**src/shared/flash_seq_pkg.sv**
```systemverilog
// command codes, field positions and timing constants for the erase/suspend sequencer
// assumes a 125 MHz system clock and a serial link already sampled into that domain
package flash_seq_pkg;

  // ---------------------------------------------------------------
  // opcodes
  // ---------------------------------------------------------------
  localparam logic [7:0] OP_CHIP_ERASE_A = 8'h60;
  localparam logic [7:0] OP_CHIP_ERASE_B = 8'hC7;
  localparam logic [7:0] OP_BLOCK_ERASE_4K = 8'h20;
  localparam logic [7:0] OP_BLOCK_ERASE_32K = 8'h52;
  localparam logic [7:0] OP_BLOCK_ERASE_64K = 8'hD8;
  localparam logic [7:0] OP_PAGE_PROGRAM = 8'h02;
  localparam logic [7:0] OP_SUSPEND = 8'hB0;
  localparam logic [7:0] OP_RESUME = 8'hD0;
  localparam logic [7:0] OP_WRITE_ENABLE = 8'h06;
  localparam logic [7:0] OP_WRITE_DISABLE = 8'h04;

  // ---------------------------------------------------------------
  // framing and address layout
  // ---------------------------------------------------------------
  localparam int BITS_PER_BYTE = 8;
  localparam int ADDR_W = 32;
  localparam logic [2:0] ADDR_CMD_BYTES = 3'h5;
  localparam int SECTOR_LSB = 18;
  localparam logic [7:0] UNDEF_READ_BYTE = 8'hFF;

  // ---------------------------------------------------------------
  // timing
  // ---------------------------------------------------------------
  localparam int CLK_PERIOD_NS = 8;
  localparam int SUSPEND_LATENCY_NS = 1000;
  localparam int SUSPEND_LATENCY_CYC = (SUSPEND_LATENCY_NS / CLK_PERIOD_NS) < 1 ? 1 :
                                       (SUSPEND_LATENCY_NS / CLK_PERIOD_NS);
  localparam int SUSP_CNT_W = $clog2(SUSPEND_LATENCY_CYC + 1);

  // ---------------------------------------------------------------
  // types
  // ---------------------------------------------------------------
  typedef enum logic [1:0] {
    PH_IDLE = 2'b00,
    PH_BUSY = 2'b01,
    PH_SUSP_WAIT = 2'b10
  } phase_t;

  typedef enum logic [1:0] {
    OPK_NONE = 2'b00,
    OPK_CHIP_ERASE = 2'b01,
    OPK_BLOCK_ERASE = 2'b10,
    OPK_PROGRAM = 2'b11
  } op_kind_t;

  // reset values
  localparam logic WEL_RESET = 1'b0;

endpackage

```
**src/hdl/frame_deframer.sv**
```systemverilog
// serial command framer: counts bits and bytes of one chip-select frame
// assumes bit strobes and chip select already synchronous to clk_sys_i
`timescale 1ns/1ns
module frame_deframer
  import flash_seq_pkg::*;
(
  input wire logic clk_sys_i,
  input wire logic rst_i,
  input wire logic cs_n_i,
  input wire logic bit_strobe_i,
  input wire logic bit_i,
  output logic frame_end_o,
  output logic whole_bytes_o,
  output logic [2:0] byte_count_o,
  output logic [7:0] opcode_o,
  output logic [ADDR_W-1:0] addr_o
);

  typedef struct packed {
    logic cs_n_q;
    logic frame_end;
    logic [2:0] bit_cnt;
    logic [2:0] byte_cnt;
    logic [7:0] shift;
    logic [7:0] opcode;
    logic [ADDR_W-1:0] addr;
  } defr_state_t;

  defr_state_t state_reg, state_next;

  always_comb begin
    state_next = state_reg;
    state_next.cs_n_q = cs_n_i;
    state_next.frame_end = cs_n_i && !state_reg.cs_n_q;
    // new frame: counts restart on the falling edge of chip select
    if (!cs_n_i && state_reg.cs_n_q) begin
      state_next.bit_cnt = 3'h0;
      state_next.byte_cnt = 3'h0;
    end
    if (!cs_n_i && bit_strobe_i) begin
      state_next.shift = {state_reg.shift[6:0], bit_i};
      state_next.bit_cnt = (!cs_n_i && state_reg.cs_n_q) ? 3'h1 : state_reg.bit_cnt + 3'h1;
      if (state_next.bit_cnt == 3'h0) begin
        // saturate so trailing data bytes never wrap the count
        if (state_reg.byte_cnt != 3'h7) begin
          state_next.byte_cnt = state_reg.byte_cnt + 3'h1;
        end
        if (state_reg.byte_cnt == 3'h0) begin
          state_next.opcode = {state_reg.shift[6:0], bit_i};
        end else if (state_reg.byte_cnt < ADDR_CMD_BYTES) begin
          state_next.addr = {state_reg.addr[ADDR_W-9:0], state_reg.shift[6:0], bit_i};
        end
      end
    end
  end

  always_ff @(posedge clk_sys_i) begin
    if (rst_i) begin
      state_reg <= '{cs_n_q: 1'b1, default: '0};
    end else begin
      state_reg <= state_next;
    end
  end

  assign frame_end_o = state_reg.frame_end;
  assign whole_bytes_o = (state_reg.bit_cnt == 3'h0);
  assign byte_count_o = state_reg.byte_cnt;
  assign opcode_o = state_reg.opcode;
  assign addr_o = state_reg.addr;

endmodule // frame_deframer

```
**src/hdl/flash_erase_suspend_seq.sv**
```systemverilog
// erase / program / suspend command sequencer of the serial flash
// assumes an array engine that runs one operation per start pulse, pauses on hold and reports done and fail
// Contract
// (RULE1) whole-array erase only starts with write enable latch set; host writes enable first
// (RULE2) opcodes 60h and C7h both start the identical whole-array erase
// (RULE3) whole-array erase takes no address, ignores trailing bytes, starts on chip select rise
// (RULE4) opcode must be complete and chip select raised on byte boundary, else no erase
// (RULE5) any protected sector refuses whole-array erase; device returns idle
// (RULE6) mid-byte chip select rise or protection refusal clears write enable latch
// (RULE7) busy is reported while whole-array erase runs; host polls status
// (RULE8) successful erase clears write enable latch before it finishes
// (RULE9) a byte failing to erase sets the erase/program error flag
// (RULE10) after block erase suspend a program may run in another sector, then resume
// (RULE11) only block erase suspends; suspend during whole-array erase is ignored
// (RULE12) suspend is accepted whatever the write enable latch holds
// (RULE13) suspend takes no address, ignores trailing bytes, suspends within latency after chip select
// (RULE14) suspension sets program or erase suspended flag and shows device ready
// (RULE15) incomplete suspend opcode or mid-byte chip select rise performs no suspend
// (RULE16) reads in a suspended sector return undefined data while address stays there
// (RULE17) program aimed at erase-suspended sector aborts and clears write enable latch
// (RULE18) program run during erase suspend may suspend; both flags then set
// (RULE19) no new erase starts while an erase is suspended
// (RULE20) program or erase attempts during program suspend are aborted
// (RULE21) disallowed commands during suspend are ignored, write enable latch unchanged
// (RULE22) suspend is unavailable when either automatic power-down bit is set
// (RULE23) suspend accepted during running operation; during erase suspend only for its program
// (RULE24) suspend with nothing running changes no flag and no array content
`timescale 1ns/1ns
module flash_erase_suspend_seq
  import flash_seq_pkg::*;
#(
  parameter int SECTOR_W = 5
) (
  input wire logic clk_sys_i,
  input wire logic rst_i,
  input wire logic cs_n_i,
  input wire logic bit_strobe_i,
  input wire logic bit_i,
  input wire logic any_sector_protected_i,
  input wire logic addr_protected_i,
  input wire logic auto_deep_powerdown_bit_i,
  input wire logic auto_ultra_deep_powerdown_bit_i,
  input wire logic op_done_i,
  input wire logic op_fail_i,
  input wire logic read_active_i,
  input wire logic [ADDR_W-1:0] read_addr_i,
  input wire logic [7:0] array_data_i,
  output logic write_enable_latch_o,
  output logic erase_program_error_flag_o,
  output logic program_suspended_flag_o,
  output logic erase_suspended_flag_o,
  output logic device_idle_flag_o,
  output logic op_start_o,
  output logic [1:0] op_kind_o,
  output logic [ADDR_W-1:0] op_addr_o,
  output logic erase_hold_o,
  output logic program_hold_o,
  output logic [ADDR_W-1:0] target_addr_o,
  output logic read_undef_o,
  output logic [7:0] read_data_o
);

  // ---------------------------------------------------------------
  // elaboration checks
  // ---------------------------------------------------------------
  if (SECTOR_W < 1 || SECTOR_LSB + SECTOR_W > ADDR_W) begin : g_bad_sector
    $error("SECTOR_W does not fit in the address");
  end
  if (SUSPEND_LATENCY_CYC < 3) begin : g_bad_latency
    $error("suspend latency too short for the pipeline");
  end

  // ---------------------------------------------------------------
  // command decode
  // ---------------------------------------------------------------
  function automatic logic is_chip_erase(input logic [7:0] op);
    return (op == OP_CHIP_ERASE_A) || (op == OP_CHIP_ERASE_B); // see (RULE2)
  endfunction

  function automatic logic is_block_erase(input logic [7:0] op);
    return (op == OP_BLOCK_ERASE_4K) || (op == OP_BLOCK_ERASE_32K) || (op == OP_BLOCK_ERASE_64K);
  endfunction

  function automatic logic [SECTOR_W-1:0] sector_of(input logic [ADDR_W-1:0] a);
    return a[SECTOR_LSB +: SECTOR_W];
  endfunction

  // ---------------------------------------------------------------
  // framer
  // ---------------------------------------------------------------
  logic frame_end;
  logic whole_bytes;
  logic [2:0] byte_count;
  logic [7:0] opcode;
  logic [ADDR_W-1:0] frame_addr;

  frame_deframer u_deframer (
    .clk_sys_i(clk_sys_i),
    .rst_i(rst_i),
    .cs_n_i(cs_n_i),
    .bit_strobe_i(bit_strobe_i),
    .bit_i(bit_i),
    .frame_end_o(frame_end),
    .whole_bytes_o(whole_bytes),
    .byte_count_o(byte_count),
    .opcode_o(opcode),
    .addr_o(frame_addr)
  );

  // ---------------------------------------------------------------
  // state
  // ---------------------------------------------------------------
  typedef struct packed {
    phase_t phase;
    logic idle;
    op_kind_t run_kind;
    logic [SUSP_CNT_W-1:0] susp_cnt;
    logic write_enable_latch;
    logic erase_program_error_flag;
    logic prog_susp;
    logic erase_susp;
    logic [SECTOR_W-1:0] erase_sector;
    logic [SECTOR_W-1:0] prog_sector;
    logic op_start;
    logic [ADDR_W-1:0] op_addr;
    logic [ADDR_W-1:0] target_addr;
    logic read_undef;
    logic [7:0] read_data;
  } seq_state_t;

  seq_state_t state_reg, state_next;

  logic has_opcode;
  logic complete_addr;
  logic busy;
  logic suspended;
  logic power_down_armed;
  logic read_hit;

  always_comb begin
    has_opcode = (byte_count != 3'h0);
    complete_addr = (byte_count >= ADDR_CMD_BYTES);
    busy = (state_reg.phase != PH_IDLE);
    suspended = state_reg.prog_susp || state_reg.erase_susp;
    power_down_armed = auto_deep_powerdown_bit_i || auto_ultra_deep_powerdown_bit_i;
    read_hit = (state_reg.erase_susp && sector_of(read_addr_i) == state_reg.erase_sector) ||
               (state_reg.prog_susp && sector_of(read_addr_i) == state_reg.prog_sector);

    state_next = state_reg;
    state_next.op_start = 1'b0;
    state_next.target_addr = frame_addr;

    // reads: each byte re-checked, so a sequential read leaves undefined data once past the sector
    state_next.read_undef = read_active_i && read_hit; // see (RULE16)
    state_next.read_data = (read_active_i && read_hit) ? UNDEF_READ_BYTE : array_data_i; // see (RULE16)

    // ---------------------------------------------------------------
    // running operation
    // ---------------------------------------------------------------
    if (state_reg.phase != PH_IDLE && op_fail_i) begin
      state_next.erase_program_error_flag = 1'b1; // see (RULE9)
    end
    case (state_reg.phase)
      PH_BUSY: begin
        if (op_done_i) begin
          state_next.phase = PH_IDLE;
          state_next.run_kind = OPK_NONE;
        end
      end
      PH_SUSP_WAIT: begin
        if (op_done_i) begin
          // finished before the pause landed: nothing is left to suspend
          state_next.phase = PH_IDLE;
          state_next.run_kind = OPK_NONE;
        end else if (state_reg.susp_cnt == SUSP_CNT_W'(1)) begin
          state_next.phase = PH_IDLE; // see (RULE14)
          if (state_reg.run_kind == OPK_PROGRAM) begin
            state_next.prog_susp = 1'b1; // see (RULE18)
          end else begin
            state_next.erase_susp = 1'b1; // see (RULE14)
          end
          state_next.run_kind = OPK_NONE;
        end else begin
          state_next.susp_cnt = state_reg.susp_cnt - SUSP_CNT_W'(1);
        end
      end
      PH_IDLE: begin
      end
      default: begin
        state_next.phase = PH_IDLE;
      end
    endcase

    // ---------------------------------------------------------------
    // command at the end of a frame
    // ---------------------------------------------------------------
    if (frame_end && has_opcode) begin
      if (is_chip_erase(opcode)) begin
        // not allowed while busy or suspended: ignored, latch untouched
        if (!busy && !suspended && state_reg.write_enable_latch) begin // see (RULE1) (RULE19) (RULE20) (RULE21)
          if (!whole_bytes || any_sector_protected_i) begin
            state_next.write_enable_latch = 1'b0; // see (RULE4) (RULE5) (RULE6)
          end else begin
            state_next.phase = PH_BUSY; // see (RULE3) (RULE7)
            state_next.run_kind = OPK_CHIP_ERASE;
            state_next.op_start = 1'b1;
            state_next.op_addr = '0;
            state_next.write_enable_latch = 1'b0; // see (RULE8)
            state_next.erase_program_error_flag = 1'b0;
          end
        end
      end else if (is_block_erase(opcode)) begin
        if (!busy && !suspended && state_reg.write_enable_latch) begin // see (RULE19) (RULE20) (RULE21)
          if (!whole_bytes || !complete_addr || addr_protected_i) begin
            state_next.write_enable_latch = 1'b0;
          end else begin
            state_next.phase = PH_BUSY;
            state_next.run_kind = OPK_BLOCK_ERASE;
            state_next.op_start = 1'b1;
            state_next.op_addr = frame_addr;
            state_next.erase_sector = sector_of(frame_addr);
            state_next.write_enable_latch = 1'b0; // see (RULE8)
            state_next.erase_program_error_flag = 1'b0;
          end
        end
      end else if (opcode == OP_PAGE_PROGRAM) begin
        if (!busy && !state_reg.prog_susp && state_reg.write_enable_latch) begin // see (RULE20)
          if (state_reg.erase_susp && sector_of(frame_addr) == state_reg.erase_sector) begin
            state_next.write_enable_latch = 1'b0; // see (RULE17)
          end else if (!whole_bytes || !complete_addr || addr_protected_i) begin
            state_next.write_enable_latch = 1'b0;
          end else begin
            state_next.phase = PH_BUSY; // see (RULE10)
            state_next.run_kind = OPK_PROGRAM;
            state_next.op_start = 1'b1;
            state_next.op_addr = frame_addr;
            state_next.prog_sector = sector_of(frame_addr);
            state_next.write_enable_latch = 1'b0;
            state_next.erase_program_error_flag = 1'b0;
          end
        end
      end else if (opcode == OP_SUSPEND) begin
        // latch is not consulted; a second suspend during an open wait is a no-op
        if (whole_bytes && !power_down_armed && state_reg.phase == PH_BUSY && // see (RULE12) (RULE13) (RULE15) (RULE22)
            (state_reg.run_kind == OPK_BLOCK_ERASE || state_reg.run_kind == OPK_PROGRAM)) begin // see (RULE11) (RULE23) (RULE24)
          state_next.phase = PH_SUSP_WAIT;
          // two cycles of the latency go to seeing chip select and decoding
          state_next.susp_cnt = SUSP_CNT_W'(SUSPEND_LATENCY_CYC - 2);
        end
      end else if (opcode == OP_RESUME) begin
        // the innermost suspension resumes first
        if (whole_bytes && !busy) begin // see (RULE10)
          if (state_reg.prog_susp) begin
            state_next.prog_susp = 1'b0;
            state_next.phase = PH_BUSY;
            state_next.run_kind = OPK_PROGRAM;
          end else if (state_reg.erase_susp) begin
            state_next.erase_susp = 1'b0;
            state_next.phase = PH_BUSY;
            state_next.run_kind = OPK_BLOCK_ERASE;
          end
        end
      end else if (opcode == OP_WRITE_ENABLE) begin
        if (whole_bytes && !busy) begin
          state_next.write_enable_latch = 1'b1;
        end
      end else if (opcode == OP_WRITE_DISABLE) begin
        if (whole_bytes && !busy) begin
          state_next.write_enable_latch = 1'b0;
        end
      end
      // any other opcode is outside this block and leaves every flag alone, see (RULE21)
    end
    state_next.idle = (state_next.phase == PH_IDLE); // see (RULE7) (RULE14)
  end

  always_ff @(posedge clk_sys_i) begin
    if (rst_i) begin
      state_reg <= '{phase: PH_IDLE, idle: 1'b1, run_kind: OPK_NONE, write_enable_latch: WEL_RESET, default: '0};
    end else begin
      state_reg <= state_next;
    end
  end

  // ---------------------------------------------------------------
  // outputs, all straight from the state register
  // ---------------------------------------------------------------
  assign write_enable_latch_o = state_reg.write_enable_latch;
  assign erase_program_error_flag_o = state_reg.erase_program_error_flag;
  assign program_suspended_flag_o = state_reg.prog_susp;
  assign erase_suspended_flag_o = state_reg.erase_susp;
  assign device_idle_flag_o = state_reg.idle; // see (RULE7) (RULE14)
  assign op_start_o = state_reg.op_start;
  assign op_kind_o = state_reg.run_kind;
  assign op_addr_o = state_reg.op_addr;
  assign erase_hold_o = state_reg.erase_susp;
  assign program_hold_o = state_reg.prog_susp;
  assign target_addr_o = state_reg.target_addr;
  assign read_undef_o = state_reg.read_undef;
  assign read_data_o = state_reg.read_data;

endmodule // flash_erase_suspend_seq

```
**config.mk**
```make
export PLATFORM = sky130hd
export DESIGN_NAME = flash_erase_suspend_seq
export DESIGN_NICKNAME = d
export VERILOG_FILES = /design/src/shared/flash_seq_pkg.sv /design/src/hdl/frame_deframer.sv /design/src/hdl/flash_erase_suspend_seq.sv
export SDC_FILE = /design/constraint.sdc
export NUM_CORES = 1
export LEC_CHECK = 0
export ABC_AREA = 0
export BUFFER_PORTS_ARGS = -buffer_cell sky130_fd_sc_hd__buf_4
export CORE_AREA = 5 5 128 130
export DETAILED_ROUTE_END_ITERATION = 8
export DIE_AREA = 0 0 133 135
export PLACE_DENSITY = 0.77
export REMOVE_ABC_BUFFERS = 1
export SLEW_MARGIN = 20
export SYNTH_ARGS = -nofsm -noshare
export SYNTH_HDL_FRONTEND = slang
export SYNTH_HIERARCHICAL = 1
export SYNTH_SLANG_ARGS = --single-unit
```
**constraint.sdc**
```tcl
create_clock -name clk_sys_i -period 3.44 [get_ports clk_sys_i]
set_clock_uncertainty 0.1 [all_clocks]
set_input_delay 0.344 -clock clk_sys_i [delete_from_list [all_inputs] [get_ports clk_sys_i]]
set_output_delay 0.344 -clock clk_sys_i [all_outputs]
set_load 0.005 [all_outputs]
```
==> metrics.txt <==
worst-path fanout max=55; initial antenna violation count=0; Slew @ Worst Pin=0.736 ns; global route overflow=0; detailed placer's ending HPWL=9550 µm; post-CTS resize count=0; largest family of logic cells by synthesized area=simple AND/OR/NAND/NOR gates; post-synthesis simple-gate area fraction=20.4%; Worst Hold Path Cells=3; die area=18,000 µm²; RSZ-0062 raised after global routing=false; unique cell type count in the Yosys netlist=66; ANT nets after route=0; synthesized area=7340 µm²; Synth Area in XOR/XNOR=2.39%; post-synthesis sequential area ratio=42.3%; Pleak=0.00315 µW; GR Layer Usage met2=25.2%; antenna fix cells=0; Hold Path Class=input port to flip-flop; Via density=4.94; GR met3 Demand/Resource=4.06%; core region area=15,000 µm²; Req. time, crit path=3.69 ns; CTS tree=yes; chip height=135 µm; Fmax=350 MHz; Clock Tree Buf Depth=2; clk root buf=clkbuf_16; GPL Wtd Cong=0.869; first-pass GRT wire length=22,900 µm; Final Util=53.5%; EDFF count, synth=0; post-synthesis adder-cell area fraction=1.87%; ys async rst share=0%; Final Hold Fails=0; Setup WS pre-CTS=0.634 ns; clk_lat worst skew=0.42 ns; number of buffers created by CTS=17; synth warn=6; clk slew on worst S/H paths=0.06 ns; Die Wd=133 µm; kind of start point of the critical path=flip-flop; setup bufs post-CTS=0; Starting DRT DRC Count=305; IR drop worst, VDD=0.339 mV; register bit total from synthesis=155; number of port buffers=107; total track usage=15.5%; Worst slew margin=50.9%; CTS sink cnt=155; number of global-route vias before repair=4,772; Max-Cap Viols=0; Final Net Count=860; global route hottest layer=met2; Hold-fix buffers, CTS=0; Setup CP Type=flip-flop to flip-flop; largest net degree at the start of global routing=89; crit path DAT=3.10 ns; complex-gate fraction of the synthesized area=8.79%; Post-synth top flop=dfxtp_1; post-layout total power=3850 µW; outcome=completed; Residual DRC=0; mux cell area share after synthesis=7.52%; drt pass-1 iters=4; vias=4,927; Top-Level Pins=135; met1 Use GR=19.7%; Power Density=479 nW/µm²; period utilization=83.1%; Cells after Synth=818; Worst Slack Setup Final=0.581 ns; Reg2Reg Depth=9; Area Growth Syn to Fin=9.49%; setup TNS=0 ns; final setup vio count=0; mean post-synth cell area=8.98 µm²; H-tree depth=4; Routed WL=13,700 µm; routed length per instance=13.7 µm; CP endpoint kind=flip-flop; FP Rows=45; Period minus WS final=2.86 ns; layout cells sized above 1=19.3%; Slew Viols, Final=0; starting density of the core=48.8%
-- layout by cell type (no fill, tap or decap), types with 3 or more instances in the layout --
cell          n
clkbuf_16    17
a21oi_1      52
mux2i_1      54
nand4_1       6
buf_12        3
nor2_1       57
buf_4       108
xor2_1       10
nor3b_1       5
inv_1        51
nand2_1      66
clkinvlp_4    3
o211ai_1      3
xnor2_1      10
dfxtp_1     155
nand3b_1      6
nand3_1       6
bufinv_16     3
nor4_1        5
or3_1        33
clkbuf_8      4
ha_1         11
nor2b_1       4
nand2b_1     57
nor3_1        8
o21ai_0      13
-- Yosys cell counts, drive strengths merged (4+ instances only) --
master	instances	area [µm²]
nor2b	4	25.0
buf	125	943
xnor2	10	87.6
nand3b	6	45.0
nor4	7	73.8
a21oi	52	260
ha	11	138
nor3b	5	37.5
nand4	6	37.5
nand3	6	30.0
xor2	10	87.6
mux2i	54	541
nor3	9	50.1
o211ai	4	35.0
clkbuf	26	97.6
nand2b	57	357
dfxtp	155	3100
nor2	57	214
o21ai	15	75.1
nand2	66	248
inv	51	191
or3	33	206
-- path summary, 6_finish.rpt --
| kind | start | endpoint | slack [ns] |
|---|---|---|---|
| max | u_deframer/state_reg[51]$_SDFFE_PP0P_ | op_addr_o[25]$_SDFFE_PP0P_ | 0.58 |
| max reg2reg | u_deframer/state_reg[51]$_SDFFE_PP0P_ | op_addr_o[25]$_SDFFE_PP0P_ | 0.58 |
| min reg2reg | u_deframer/addr_o[12]$_SDFFE_PP0P_ | target_addr_o[12]$_SDFF_PP0_ | 0.35 |
| min | array_data_i[7] | read_data_o[7]$_SDFF_PP0_ | 0.08 |
-- critical path, cell delays in order, from the launching register on --
cell	delay [ns]
dfxtp_1	0.35
inv_1	0.10
ha_1	0.14
nor2b_1	0.38
o2111ai_1	0.32
mux2i_1	0.37
o211ai_4	0.24
buf_12	0.25
or3_1	0.36
a21oi_1	0.15
-- power by group --
| part | internal, µW | switching [µW] | total, µW |
|---|---|---|---|
| sequential | 1800 | 4.64 | 1810 |
| clock | 1220 | 714 | 1940 |
| combinational | 49.1 | 55.7 | 105 |
| total | 3070 | 774 | 3850 |
-- cell families after synthesis --
family	count (synthesis)
XOR/XNOR	20
adder cells (fa/ha/maj)	11
AND/OR/NAND/NOR	276
multiplexers	55
buffers and inverters	202
AO/OA/AOI/OAI	99
flip-flops	155
-- metrics by stage --
step,area [µm²],hold WS (ns),instances
after floorplan,6300,0.311,667
after global placement,7420,0.337,966
after detailed placement,7420,0.341,966
after CTS,8040,0.0646,998
after global routing,8040,0.0710,998
final,8040,0.0783,998
-- layout make-up --
type / instances / area, µm²
clock buffers: 23 / 488
clock inverters: 9 / 135
fillers: 1373 / 6990
inverters: 51 / 191
multi-input cells: 461 / 3020
flip-flops and latches: 155 / 3100
well taps: 188 / 235
repair buffers: 111 / 871
-- per-layer routing --
metal  part of all wire (%)  wire [µm]
met1                     47       6400
met3                    4.5        613
met4                    1.1        147
met2                     48       6490
met5                      0          0
(Power assumes the default switching activity.)
